**config.mk**
```make
export PLATFORM = sky130hd
export DESIGN_NAME = sct_ctrl
export DESIGN_NICKNAME = d
export VERILOG_FILES = /design/src/sct_pkg.sv /design/src/sct_sync.sv /design/src/sct_tick_timer.sv /design/src/sct_ctrl.sv
export SDC_FILE = /design/constraint.sdc
export NUM_CORES = 1
export LEC_CHECK = 0
export BUFFER_PORTS_ARGS = -buffer_cell sky130_fd_sc_hd__buf_2
export CORE_UTILIZATION = 30
export DETAILED_ROUTE_END_ITERATION = 10
export PLACE_DENSITY = 0.62
export SLEW_MARGIN = 5
export SYNTH_ARGS = -nofsm -noshare
export SYNTH_HDL_FRONTEND = slang
export SYNTH_HIERARCHICAL = 1
export SYNTH_SLANG_ARGS = --single-unit
```
**constraint.sdc**
```tcl
create_clock -name clk_i -period 5 [get_ports clk_i]
set_clock_uncertainty 0.2 [all_clocks]
set_input_delay 0.25 -clock clk_i [delete_from_list [all_inputs] [get_ports clk_i]]
set_output_delay 0.25 -clock clk_i [all_outputs]
set_load 0.02 [all_outputs]
```
**src/sct_pkg.sv**
```systemverilog
`default_nettype none
package sct_pkg;
  // Register indices, byte address is four times the index
  localparam int unsigned ADR_W        = 18;
  localparam logic [15:0] CFG_IDX      = 16'h1C02;
  localparam logic [15:0] TIM_IDX      = 16'h1C04;
  localparam logic [15:0] CFG_RST      = 16'h0002;
  localparam logic [15:0] TIM_RST      = 16'h7AAF;
  // Field positions
  localparam int unsigned EN_BIT       = 0;
  localparam int unsigned WID_LSB      = 1;
  localparam int unsigned INIT_BIT     = 7;
  localparam int unsigned TRAS_LSB     = 12;
  localparam int unsigned TRFC_LSB     = 8;
  localparam int unsigned WR_REC_LSB   = 6;
  localparam int unsigned PRE_PER_LSB  = 4;
  localparam int unsigned ROW_COL_LSB  = 2;
  localparam int unsigned CL_LSB       = 0;
  localparam logic [1:0]  WID_32       = 2'h2;
  // Commands as {cs_n, ras_n, cas_n, we_n}
  localparam logic [3:0]  CMD_INH      = 4'hF;
  localparam logic [3:0]  CMD_NOP      = 4'h7;
  localparam logic [3:0]  CMD_PRE      = 4'h2;
  localparam logic [3:0]  CMD_REF      = 4'h1;
  localparam logic [3:0]  CMD_MRS      = 4'h0;
  localparam int unsigned A10_BIT      = 10;
  localparam int unsigned MRS_CL_LSB   = 4;
  // Mode register set to active wait, memory clocks
  localparam logic [4:0]  MRD_CYC      = 5'h02;
  // Initialisation states
  typedef enum logic [9:0] {
    ST_IDLE = 10'h001,
    ST_PRE  = 10'h002,
    ST_WRP  = 10'h004,
    ST_REF1 = 10'h008,
    ST_WRF1 = 10'h010,
    ST_REF2 = 10'h020,
    ST_WRF2 = 10'h040,
    ST_MRS  = 10'h080,
    ST_WMRD = 10'h100,
    ST_RUN  = 10'h200
  } sct_state_e;
  // Decoded timings in memory clocks
  typedef struct packed {
    logic [4:0] tras;
    logic [4:0] trfc;
    logic [2:0] write_recovery_cycles;
    logic [2:0] precharge_period_cycles;
    logic [1:0] row_to_column_delay_cycles;
    logic [1:0] cl;
  } sct_tim_s;
  // Memory command pins
  typedef struct packed {
    logic        cke;
    logic [3:0]  code;
    logic [12:0] addr;
  } sct_cmd_s;
endpackage : sct_pkg
`default_nettype wire

```
**src/sct_sync.sv**
```systemverilog
`default_nettype none
module sct_sync #(
  parameter int unsigned W = 1
) (
  // Clock and reset
  input  wire logic         clk_i,
  input  wire logic         rst_b_i,
  // Data
  input  wire logic [W-1:0] d_i,
  output logic      [W-1:0] q_o
);
  logic [W-1:0] s1_reg;

  // Two stage synchroniser
  always_ff @(posedge clk_i or negedge rst_b_i)
  begin
    if (!rst_b_i)
    begin
      s1_reg <= '0;
      q_o    <= '0;
    end
    else
    begin
      s1_reg <= d_i;
      q_o    <= s1_reg;
    end
  end
endmodule : sct_sync
`default_nettype wire

```
**src/sct_tick_timer.sv**
```systemverilog
`default_nettype none
module sct_tick_timer #(
  parameter int unsigned W = 5
) (
  // Clock and reset
  input  wire logic         clk_i,
  input  wire logic         rst_b_i,
  // Control
  input  wire logic         load_i,
  input  wire logic [W-1:0] val_i,
  input  wire logic         tick_i,
  // Status
  output logic      [W-1:0] cnt_o,
  output logic              zero_o
);
  // Loads a count and steps down once per rising memory clock edge, holding at zero
  always_ff @(posedge clk_i or negedge rst_b_i)
  begin
    if (!rst_b_i)
      cnt_o <= '0;
    else if (load_i)
      cnt_o <= val_i;
    else if (tick_i && cnt_o != '0)
      cnt_o <= cnt_o - W'(1);
  end

  assign zero_o = (cnt_o == '0);
endmodule : sct_tick_timer
`default_nettype wire

```
**src/sct_ctrl.sv**
```systemverilog
`default_nettype none
module sct_ctrl (
  // Clock and reset
  input  wire logic                     clk_i,
  input  wire logic                     rst_b_i,
  // Wishbone slave
  input  wire logic                     wb_cyc_i,
  input  wire logic                     wb_stb_i,
  input  wire logic                     wb_we_i,
  input  wire logic [17:0]              wb_adr_i,
  input  wire logic [3:0]               wb_sel_i,
  input  wire logic [31:0]              wb_dat_i,
  output logic      [31:0]              wb_dat_o,
  output logic                          wb_ack_o,
  // Memory link
  input  wire logic                     memory_clock_i,
  input  wire logic [31:0]              dq_i,
  output sct_pkg::sct_cmd_s             sdram_cmd_o,
  // Access engine hooks
  input  wire logic                     rd_cmd_i,
  input  wire logic [4:0]               op_need_i,
  input  wire logic [4:0]               wr_span_i,
  output logic      [31:0]              rd_data_o,
  output logic                          rd_valid_o,
  output logic      [5:0]               eff_act_pre_o,
  output logic      [5:0]               eff_wr_pre_o,
  output sct_pkg::sct_tim_s             timing_o,
  output logic                          bus_32_o,
  output logic                          mem_ready_o
);
  logic                 en_reg;
  logic [1:0]           wid_reg;
  logic                 init_reg;
  logic [15:0]          tim_reg;
  sct_pkg::sct_state_e  st_reg;
  logic                 wb_req;
  logic                 mclk_s;
  logic                 mclk_d_reg;
  logic                 tick;
  logic [31:0]          dq_s;
  logic                 tmr_load;
  logic [4:0]           tmr_val;
  logic [4:0]           tmr_cnt;
  logic                 tmr_zero;
  logic [1:0]           rd_cnt_reg;
  sct_pkg::sct_cmd_s    cmd_next;
  logic [5:0]           wr_need;

  // Address match for one register index
  function automatic logic adr_hit(input logic [17:0] a,
                                   input logic [15:0] idx);
    adr_hit = (a == {idx, 2'b00});
  endfunction : adr_hit

  // Link clock and data pass two flops
  sct_sync #(.W(1)) u_mclk_sync (
    .clk_i   (clk_i),
    .rst_b_i (rst_b_i),
    .d_i     (memory_clock_i),
    .q_o     (mclk_s)
  );
  sct_sync #(.W(32)) u_dq_sync (
    .clk_i   (clk_i),
    .rst_b_i (rst_b_i),
    .d_i     (dq_i),
    .q_o     (dq_s)
  );

  // Rising edge of the memory clock
  always_ff @(posedge clk_i or negedge rst_b_i)
  begin
    if (!rst_b_i)
      mclk_d_reg <= 1'b0;
    else
      mclk_d_reg <= mclk_s;
  end
  assign tick = mclk_s & ~mclk_d_reg;

  // Bus handshake, answer one cycle after the request
  assign wb_req = wb_cyc_i & wb_stb_i & ~wb_ack_o;
  always_ff @(posedge clk_i or negedge rst_b_i)
  begin
    if (!rst_b_i)
      wb_ack_o <= 1'b0;
    else
      wb_ack_o <= wb_req;
  end

  // Read data, unmapped and reserved bits read zero
  always_ff @(posedge clk_i or negedge rst_b_i)
  begin
    if (!rst_b_i)
      wb_dat_o <= '0;
    else if (wb_req && !wb_we_i)
    begin
      wb_dat_o <= '0;
      if (adr_hit(wb_adr_i, sct_pkg::CFG_IDX))
      begin
        wb_dat_o[sct_pkg::EN_BIT]          <= en_reg;
        wb_dat_o[sct_pkg::WID_LSB +: 2]    <= wid_reg;
        wb_dat_o[sct_pkg::INIT_BIT]        <= init_reg;
      end
      else if (adr_hit(wb_adr_i, sct_pkg::TIM_IDX))
        wb_dat_o[15:0] <= tim_reg;
    end
  end

  // Configuration register writes, low byte lane only
  always_ff @(posedge clk_i or negedge rst_b_i)
  begin
    if (!rst_b_i)
    begin
      en_reg  <= sct_pkg::CFG_RST[sct_pkg::EN_BIT];
      wid_reg <= sct_pkg::CFG_RST[sct_pkg::WID_LSB +: 2];
    end
    else if (wb_req && wb_we_i && wb_sel_i[0] &&
             adr_hit(wb_adr_i, sct_pkg::CFG_IDX))
    begin
      en_reg  <= wb_dat_i[sct_pkg::EN_BIT];
      wid_reg <= wb_dat_i[sct_pkg::WID_LSB +: 2];
    end
  end

  // Timing register writes per byte lane
  always_ff @(posedge clk_i or negedge rst_b_i)
  begin
    if (!rst_b_i)
      tim_reg <= sct_pkg::TIM_RST;
    else if (wb_req && wb_we_i && adr_hit(wb_adr_i, sct_pkg::TIM_IDX))
    begin
      if (wb_sel_i[0])
        tim_reg[7:0] <= wb_dat_i[7:0];
      if (wb_sel_i[1])
        tim_reg[15:8] <= wb_dat_i[15:8];
    end
  end

  // Decoded timings in memory clocks
  always_ff @(posedge clk_i or negedge rst_b_i)
  begin
    if (!rst_b_i)
      timing_o <= '0;
    else
    begin
      timing_o.tras <= {1'b0, tim_reg[sct_pkg::TRAS_LSB +: 4]} + 5'h01;
      timing_o.trfc <= {1'b0, tim_reg[sct_pkg::TRFC_LSB +: 4]} + 5'h01;
      timing_o.write_recovery_cycles <=
        {1'b0, tim_reg[sct_pkg::WR_REC_LSB +: 2]} + 3'h1;
      timing_o.precharge_period_cycles <=
        {1'b0, tim_reg[sct_pkg::PRE_PER_LSB +: 2]} + 3'h1;
      timing_o.row_to_column_delay_cycles <=
        tim_reg[sct_pkg::ROW_COL_LSB +: 2];
      timing_o.cl   <= tim_reg[sct_pkg::CL_LSB +: 2];
    end
  end

  // Effective active to precharge spans
  assign wr_need = {4'h0, timing_o.row_to_column_delay_cycles}
                 + {3'h0, timing_o.write_recovery_cycles}
                 + {1'b0, wr_span_i};
  always_ff @(posedge clk_i or negedge rst_b_i)
  begin
    if (!rst_b_i)
    begin
      eff_act_pre_o <= '0;
      eff_wr_pre_o  <= '0;
    end
    else
    begin
      eff_act_pre_o <= (op_need_i > timing_o.tras) ? {1'b0, op_need_i}
                     : {1'b0, timing_o.tras};
      eff_wr_pre_o  <= (wr_need > {1'b0, timing_o.tras}) ? wr_need
                     : {1'b0, timing_o.tras};
    end
  end

  // Status outputs
  always_ff @(posedge clk_i or negedge rst_b_i)
  begin
    if (!rst_b_i)
    begin
      bus_32_o    <= 1'b0;
      mem_ready_o <= 1'b0;
    end
    else
    begin
      bus_32_o    <= (wid_reg == sct_pkg::WID_32);
      mem_ready_o <= en_reg & init_reg;
    end
  end

  // Initialisation sequence, stepped on memory clock edges
  always_ff @(posedge clk_i or negedge rst_b_i)
  begin
    if (!rst_b_i)
      st_reg <= sct_pkg::ST_IDLE;
    else if (!en_reg)
      st_reg <= sct_pkg::ST_IDLE;
    else if (tick)
    begin
      case (st_reg)
        sct_pkg::ST_IDLE: st_reg <= init_reg ? sct_pkg::ST_RUN
                                             : sct_pkg::ST_PRE;
        sct_pkg::ST_PRE:  st_reg <= sct_pkg::ST_WRP;
        sct_pkg::ST_WRP:  if (tmr_zero) st_reg <= sct_pkg::ST_REF1;
        sct_pkg::ST_REF1: st_reg <= sct_pkg::ST_WRF1;
        sct_pkg::ST_WRF1: if (tmr_zero) st_reg <= sct_pkg::ST_REF2;
        sct_pkg::ST_REF2: st_reg <= sct_pkg::ST_WRF2;
        sct_pkg::ST_WRF2: if (tmr_zero) st_reg <= sct_pkg::ST_MRS;
        sct_pkg::ST_MRS:  st_reg <= sct_pkg::ST_WMRD;
        sct_pkg::ST_WMRD: if (tmr_zero) st_reg <= sct_pkg::ST_RUN;
        sct_pkg::ST_RUN:  st_reg <= sct_pkg::ST_RUN;
        default:          st_reg <= sct_pkg::ST_IDLE;
      endcase
    end
  end

  // Set once the sequence completes, kept while disabled
  always_ff @(posedge clk_i or negedge rst_b_i)
  begin
    if (!rst_b_i)
      init_reg <= 1'b0;
    else if (st_reg == sct_pkg::ST_WMRD && tick && tmr_zero)
      init_reg <= 1'b1;
  end

  // Wait counts loaded as each command goes out
  always_comb
  begin
    tmr_load = tick && en_reg;
    tmr_val  = '0;
    case (st_reg)
      sct_pkg::ST_PRE:
        tmr_val = {2'b00, timing_o.precharge_period_cycles} - 5'h01;
      sct_pkg::ST_REF1: tmr_val = timing_o.trfc - 5'h01;
      sct_pkg::ST_REF2: tmr_val = timing_o.trfc - 5'h01;
      sct_pkg::ST_MRS:  tmr_val = sct_pkg::MRD_CYC - 5'h01;
      default:          tmr_load = 1'b0;
    endcase
  end

  sct_tick_timer #(.W(5)) u_wait (
    .clk_i   (clk_i),
    .rst_b_i (rst_b_i),
    .load_i  (tmr_load),
    .val_i   (tmr_val),
    .tick_i  (tick),
    .cnt_o   (tmr_cnt),
    .zero_o  (tmr_zero)
  );

  // Command chosen by the issuing state
  always_comb
  begin
    cmd_next      = '0;
    cmd_next.cke  = 1'b1;
    cmd_next.code = sct_pkg::CMD_NOP;
    case (st_reg)
      sct_pkg::ST_PRE:
      begin
        cmd_next.code                   = sct_pkg::CMD_PRE;
        cmd_next.addr[sct_pkg::A10_BIT] = 1'b1;
      end
      sct_pkg::ST_REF1,
      sct_pkg::ST_REF2: cmd_next.code = sct_pkg::CMD_REF;
      sct_pkg::ST_MRS:
      begin
        cmd_next.code = sct_pkg::CMD_MRS;
        cmd_next.addr[sct_pkg::MRS_CL_LSB +: 3] = {1'b0, timing_o.cl};
      end
      default: cmd_next.code = sct_pkg::CMD_NOP;
    endcase
  end

  // Command pins held for a whole memory clock, idle when disabled
  always_ff @(posedge clk_i or negedge rst_b_i)
  begin
    if (!rst_b_i)
    begin
      sdram_cmd_o      <= '0;
      sdram_cmd_o.code <= sct_pkg::CMD_INH;
    end
    else if (!en_reg)
    begin
      sdram_cmd_o      <= '0;
      sdram_cmd_o.code <= sct_pkg::CMD_INH;
    end
    else if (tick)
      sdram_cmd_o <= cmd_next;
  end

  // Read capture on the latency edge, upper half masked on 16 bit bus
  always_ff @(posedge clk_i or negedge rst_b_i)
  begin
    if (!rst_b_i)
    begin
      rd_cnt_reg <= '0;
      rd_data_o  <= '0;
      rd_valid_o <= 1'b0;
    end
    else
    begin
      rd_valid_o <= 1'b0;
      if (rd_cmd_i && mem_ready_o)
        rd_cnt_reg <= timing_o.cl;
      else if (tick && rd_cnt_reg != 2'h0)
      begin
        rd_cnt_reg <= rd_cnt_reg - 2'h1;
        if (rd_cnt_reg == 2'h1)
        begin
          rd_valid_o <= 1'b1;
          rd_data_o  <= bus_32_o ? dq_s : {16'h0000, dq_s[15:0]};
        end
      end
    end
  end

  // Checks
  a_width_sel: assert property (@(posedge clk_i) disable iff (!rst_b_i)
    ##1 bus_32_o == ($past(wid_reg) == sct_pkg::WID_32))
    else $error("bus width flag wrong");
  a_init_start: assert property (@(posedge clk_i) disable iff (!rst_b_i)
    $rose(en_reg) && !init_reg |-> ##[1:40]
    sdram_cmd_o.code == sct_pkg::CMD_PRE)
    else $error("no precharge after enable");
  a_idle_off: assert property (@(posedge clk_i) disable iff (!rst_b_i)
    !en_reg |=> !sdram_cmd_o.cke && sdram_cmd_o.code == sct_pkg::CMD_INH)
    else $error("interface active while disabled");
  a_tras_plus: assert property (@(posedge clk_i) disable iff (!rst_b_i)
    $past(rst_b_i) |->
    timing_o.tras == {1'b0, $past(tim_reg[15:12])} + 5'h01)
    else $error("active to precharge decode wrong");
  a_need_wins: assert property (@(posedge clk_i) disable iff (!rst_b_i)
    ##1 eff_act_pre_o >= {1'b0, $past(op_need_i)} &&
    eff_act_pre_o >= {1'b0, $past(timing_o.tras)})
    else $error("effective span too short");
  a_rfc_load: assert property (@(posedge clk_i) disable iff (!rst_b_i)
    (st_reg == sct_pkg::ST_REF1) && tick && en_reg |=>
    tmr_cnt == timing_o.trfc - 5'h01)
    else $error("refresh wait not loaded");
  a_wr_rec_dec: assert property (@(posedge clk_i) disable iff (!rst_b_i)
    $past(rst_b_i) |-> timing_o.write_recovery_cycles ==
    {1'b0, $past(tim_reg[7:6])} + 3'h1)
    else $error("write recovery decode wrong");
  a_wr_span: assert property (@(posedge clk_i) disable iff (!rst_b_i)
    ##1 eff_wr_pre_o == (($past(wr_need) > {1'b0, $past(timing_o.tras)})
    ? $past(wr_need) : {1'b0, $past(timing_o.tras)}))
    else $error("write span wrong");
  a_prech_dec: assert property (@(posedge clk_i) disable iff (!rst_b_i)
    $past(rst_b_i) |-> timing_o.precharge_period_cycles ==
    {1'b0, $past(tim_reg[5:4])} + 3'h1)
    else $error("precharge decode wrong");
  a_row_col_dec: assert property (@(posedge clk_i) disable iff (!rst_b_i)
    $past(rst_b_i) |->
    timing_o.row_to_column_delay_cycles == $past(tim_reg[3:2]))
    else $error("row to column decode wrong");
  a_cas_capture: assert property (@(posedge clk_i) disable iff (!rst_b_i)
    rd_valid_o |-> $past(tick) && $past(rd_cnt_reg) == 2'h1)
    else $error("read captured off latency");
  a_init_flag: assert property (@(posedge clk_i) disable iff (!rst_b_i)
    $rose(init_reg) |-> $past(st_reg) == sct_pkg::ST_WMRD ##1 mem_ready_o)
    else $error("init flag out of sequence");
  c_init_done: cover property (@(posedge clk_i) $rose(init_reg));
  c_read_cap: cover property (@(posedge clk_i) rd_valid_o && bus_32_o);
  c_wb_write: cover property (@(posedge clk_i) wb_ack_o && wb_we_i);
endmodule : sct_ctrl
`default_nettype wire

```
==> run summary <==
Post-synthesis sequential area ratio = 0.633
Post-route ant nets = 0
Yosys cell types = 64
Total global-route track usage = 0.135
# setup viols final = 0
Mapped Area = 7750 sq um
Synth area leaders = dfrtp_1 (58%), mux2_2 (6.4%), dfstp_2 (5.8%)
Dpl ws = 1.51 ns
Clock Sinks = 195
Synthesized flop and latch total = 195
Crit path DAT = 3.60 ns
Final Hold Viols = 0
Die Wd = 163 um
First-pass GRT wire length = 27800 um
Initial antenna violation count = 0
Reg clk slew, reported paths = 0.07 ns
Gp weighted congestion = 0.795
Final WS setup = 1.51 ns
# DRC = 0
Largest net degree at the start of global routing = 117
EDFF count, synth = 0
R2R setup slack = 1.51 ns
GRT overflow = 0
Warnings, synthesis = 6
Most common cell in the synthesized netlist = dfrtp_1
Die area = 26500 sq um
Via density = 4.43
Leak pwr = 4.98 nW
Peak supply drop = 0.000179 V
Max-capacitance violation count = 0
Vias in the first global route = 5384
CP Max Fanout = 5
Buffers on Ports = 175
P&R area growth vs syn = 30.9%
Multi-input logic area = 2560 sq um
CTS root buf = clkbuf_16
Later-pin clock latency in the skew report = 0.42 ns
H-tree Lvls = 4
Commonest cells in the netlist = dfrtp_1 (178), nand2_1 (69), mux2_2 (44)
Avg Inst Size Synth = 12.9 sq um
Cell Rows = 58
PD cells = 361 nW/um^2
DR iter-0 viols = 357
Peak Freq = 286 MHz
Diodes inserted = 0
Filler cells = 2380
DP HPWL = 11800 um
Nets = 966
CTS tree = yes
Post-layout min period = 3.49 ns
Status = finished clean
Area leader, netlist = dfrtp_1
DR pass1 iterations = 4
CP required = 5.11 ns
Asr flop ratio synth = 1.00
Least-Margin Pin Slew = 0.944 ns
Initial core utilization = 0.307
Seq. cell area = 4900 sq um
Fin Setup TNS = 0 ns
Core area = 25300 sq um
Worst slew margin = 0.370
Share of layout cells above drive strength 1 = 0.335
Worst Setup Start Kind = flop
CTS buffer count = 17
Critical path class = flop to flop
Unrepaired setup endpoints after global routing = no
Final critical-path share of the clock period = 0.698
Io pins = 221
CP Capture Type = flop
Via count = 5231
Mapped Cells = 600
Post-synth top flop = dfrtp_1
Die H = 163 um
Max clock buf depth = 2
Slew Limit Fails = 0
Final WL = 17200 um
Min-delay worst type = input pin to flop
Routed len/inst = 14.6 um
Yosys top cell area share = 0.575
## through the flow
step / total power [mW] / hold slack (ns) / std cells / util / cell area, sq um
2_1_floorplan: 2.02 / -0.246 / 626 / - / 7840
3_3_place_gp: 2.18 / 0.131 / 1089 / 0.353 / 8900
3_5_place_dp: 2.19 / 0.135 / 1089 / 0.353 / 8900
4_1_cts: 3.72 / 0.0558 / 1180 / 0.402 / 10100
5_1_grt: 3.83 / 0.0687 / 1180 / 0.402 / 10100
6_report: 3.66 / 0.0845 / 1180 / 0.402 / 10100
## where the power goes
| group | internal, mW | switching [mW] | total, mW | leakage [nW] |
|---|---|---|---|---|
| Combinational | 0.199 | 0.262 | 0.461 | 2.24 |
| Sequential | 1.69 | 0.0418 | 1.73 | 2.43 |
| Clock | 0.835 | 0.633 | 1.47 | 0.312 |
## final timing paths
kind / startpoint / end / cells after the start
max: timing_o[3] / eff_wr_pre_o[0] / 10
min: wr_span_i[3] / eff_wr_pre_o[5] / 3
max reg2reg: timing_o[3] / eff_wr_pre_o[0] / 10
min reg2reg: u_dq_sync/s1_reg[20] / u_dq_sync/q_o[20] / 0
max in group asynchronous: rst_b_i / sdram_cmd_o[16] / 3
min in group asynchronous: rst_b_i / eff_act_pre_o[2] / 2
## worst max-delay path, cell delays in order, from the launching register on
cell	delay (ns)
dfrtp_1	0.40
fa_1	0.51
ha_1	0.16
inv_1	0.05
fa_1	0.39
xnor2_1	0.17
ha_1	0.33
and3_1	0.15
a31oi_1	0.09
a21oi_1	0.51
mux2_2	0.40
## kinds of logic (layout without fill, tap and decap cells)
| family | count (synthesis) | in the layout | share of synthesized area |
|---|---|---|---|
| AO/OA/AOI/OAI | 82 | 82 | 0.0724 |
| XOR/XNOR | 13 | 13 | 0.0147 |
| adder cells (fa/ha/maj) | 26 | 26 | 0.0449 |
| buffers and inverters | 72 | 296 | 0.0494 |
| flip-flops | 195 | 195 | 0.633 |
| multiplexers | 46 | 46 | 0.0667 |
| other | 1 | 27 | 0.000484 |
| AND/OR/NAND/NOR | 165 | 165 | 0.119 |
## timing repair
action / CTS / global route
gates resized for setup: 0 / 0
endpoints found under the hold margin: 169 / 0
setup endpoints to repair: 0 / 0
hold buffers: 59 / 0
buffers inserted: 0 / 0
## layout make-up
type,instances,share of cell area
flip-flops and latches,195,0.483
multi-input cells,359,0.253
repair buffers,238,0.150
clock buffers,19,0.0447
well taps,330,0.0407
clock inverters,13,0.0191
inverters,26,0.00962
## metal layers
layer | up-vias | wire length [um] | GRT usage
met5 | - | 0 | 0
met4 | 0 | 93 | 0.0404
met2 | 121 | 8390 | 0.220
met3 | 5 | 806 | 0.0377
met1 | 2594 | 7890 | 0.175
li1 | 2511 | - | -
## cell usage in the layout (no fill, tap or decap), types with 5 or more instances in the layout
| master | count |
|---|---|
| nand3_1 | 20 |
| nor3b_1 | 5 |
| a21oi_1 | 11 |
| inv_1 | 25 |
| and2_1 | 6 |
| nor2_1 | 11 |
| ha_1 | 23 |
| nor2b_1 | 6 |
| and3_1 | 9 |
| o31ai_1 | 6 |
| o21ai_0 | 25 |
| nor4b_1 | 7 |
| dlygate4sd3_1 | 59 |
| nor4_1 | 6 |
| dfstp_2 | 17 |
| clkbuf_16 | 17 |
| mux2_2 | 44 |
| buf_2 | 174 |
| nand2_1 | 69 |
| xnor2_1 | 8 |
| xor2_1 | 5 |
| a32o_1 | 6 |
| dfrtp_1 | 178 |
| conb_1 | 27 |
Note: power is estimated with default switching activity, not from simulation.
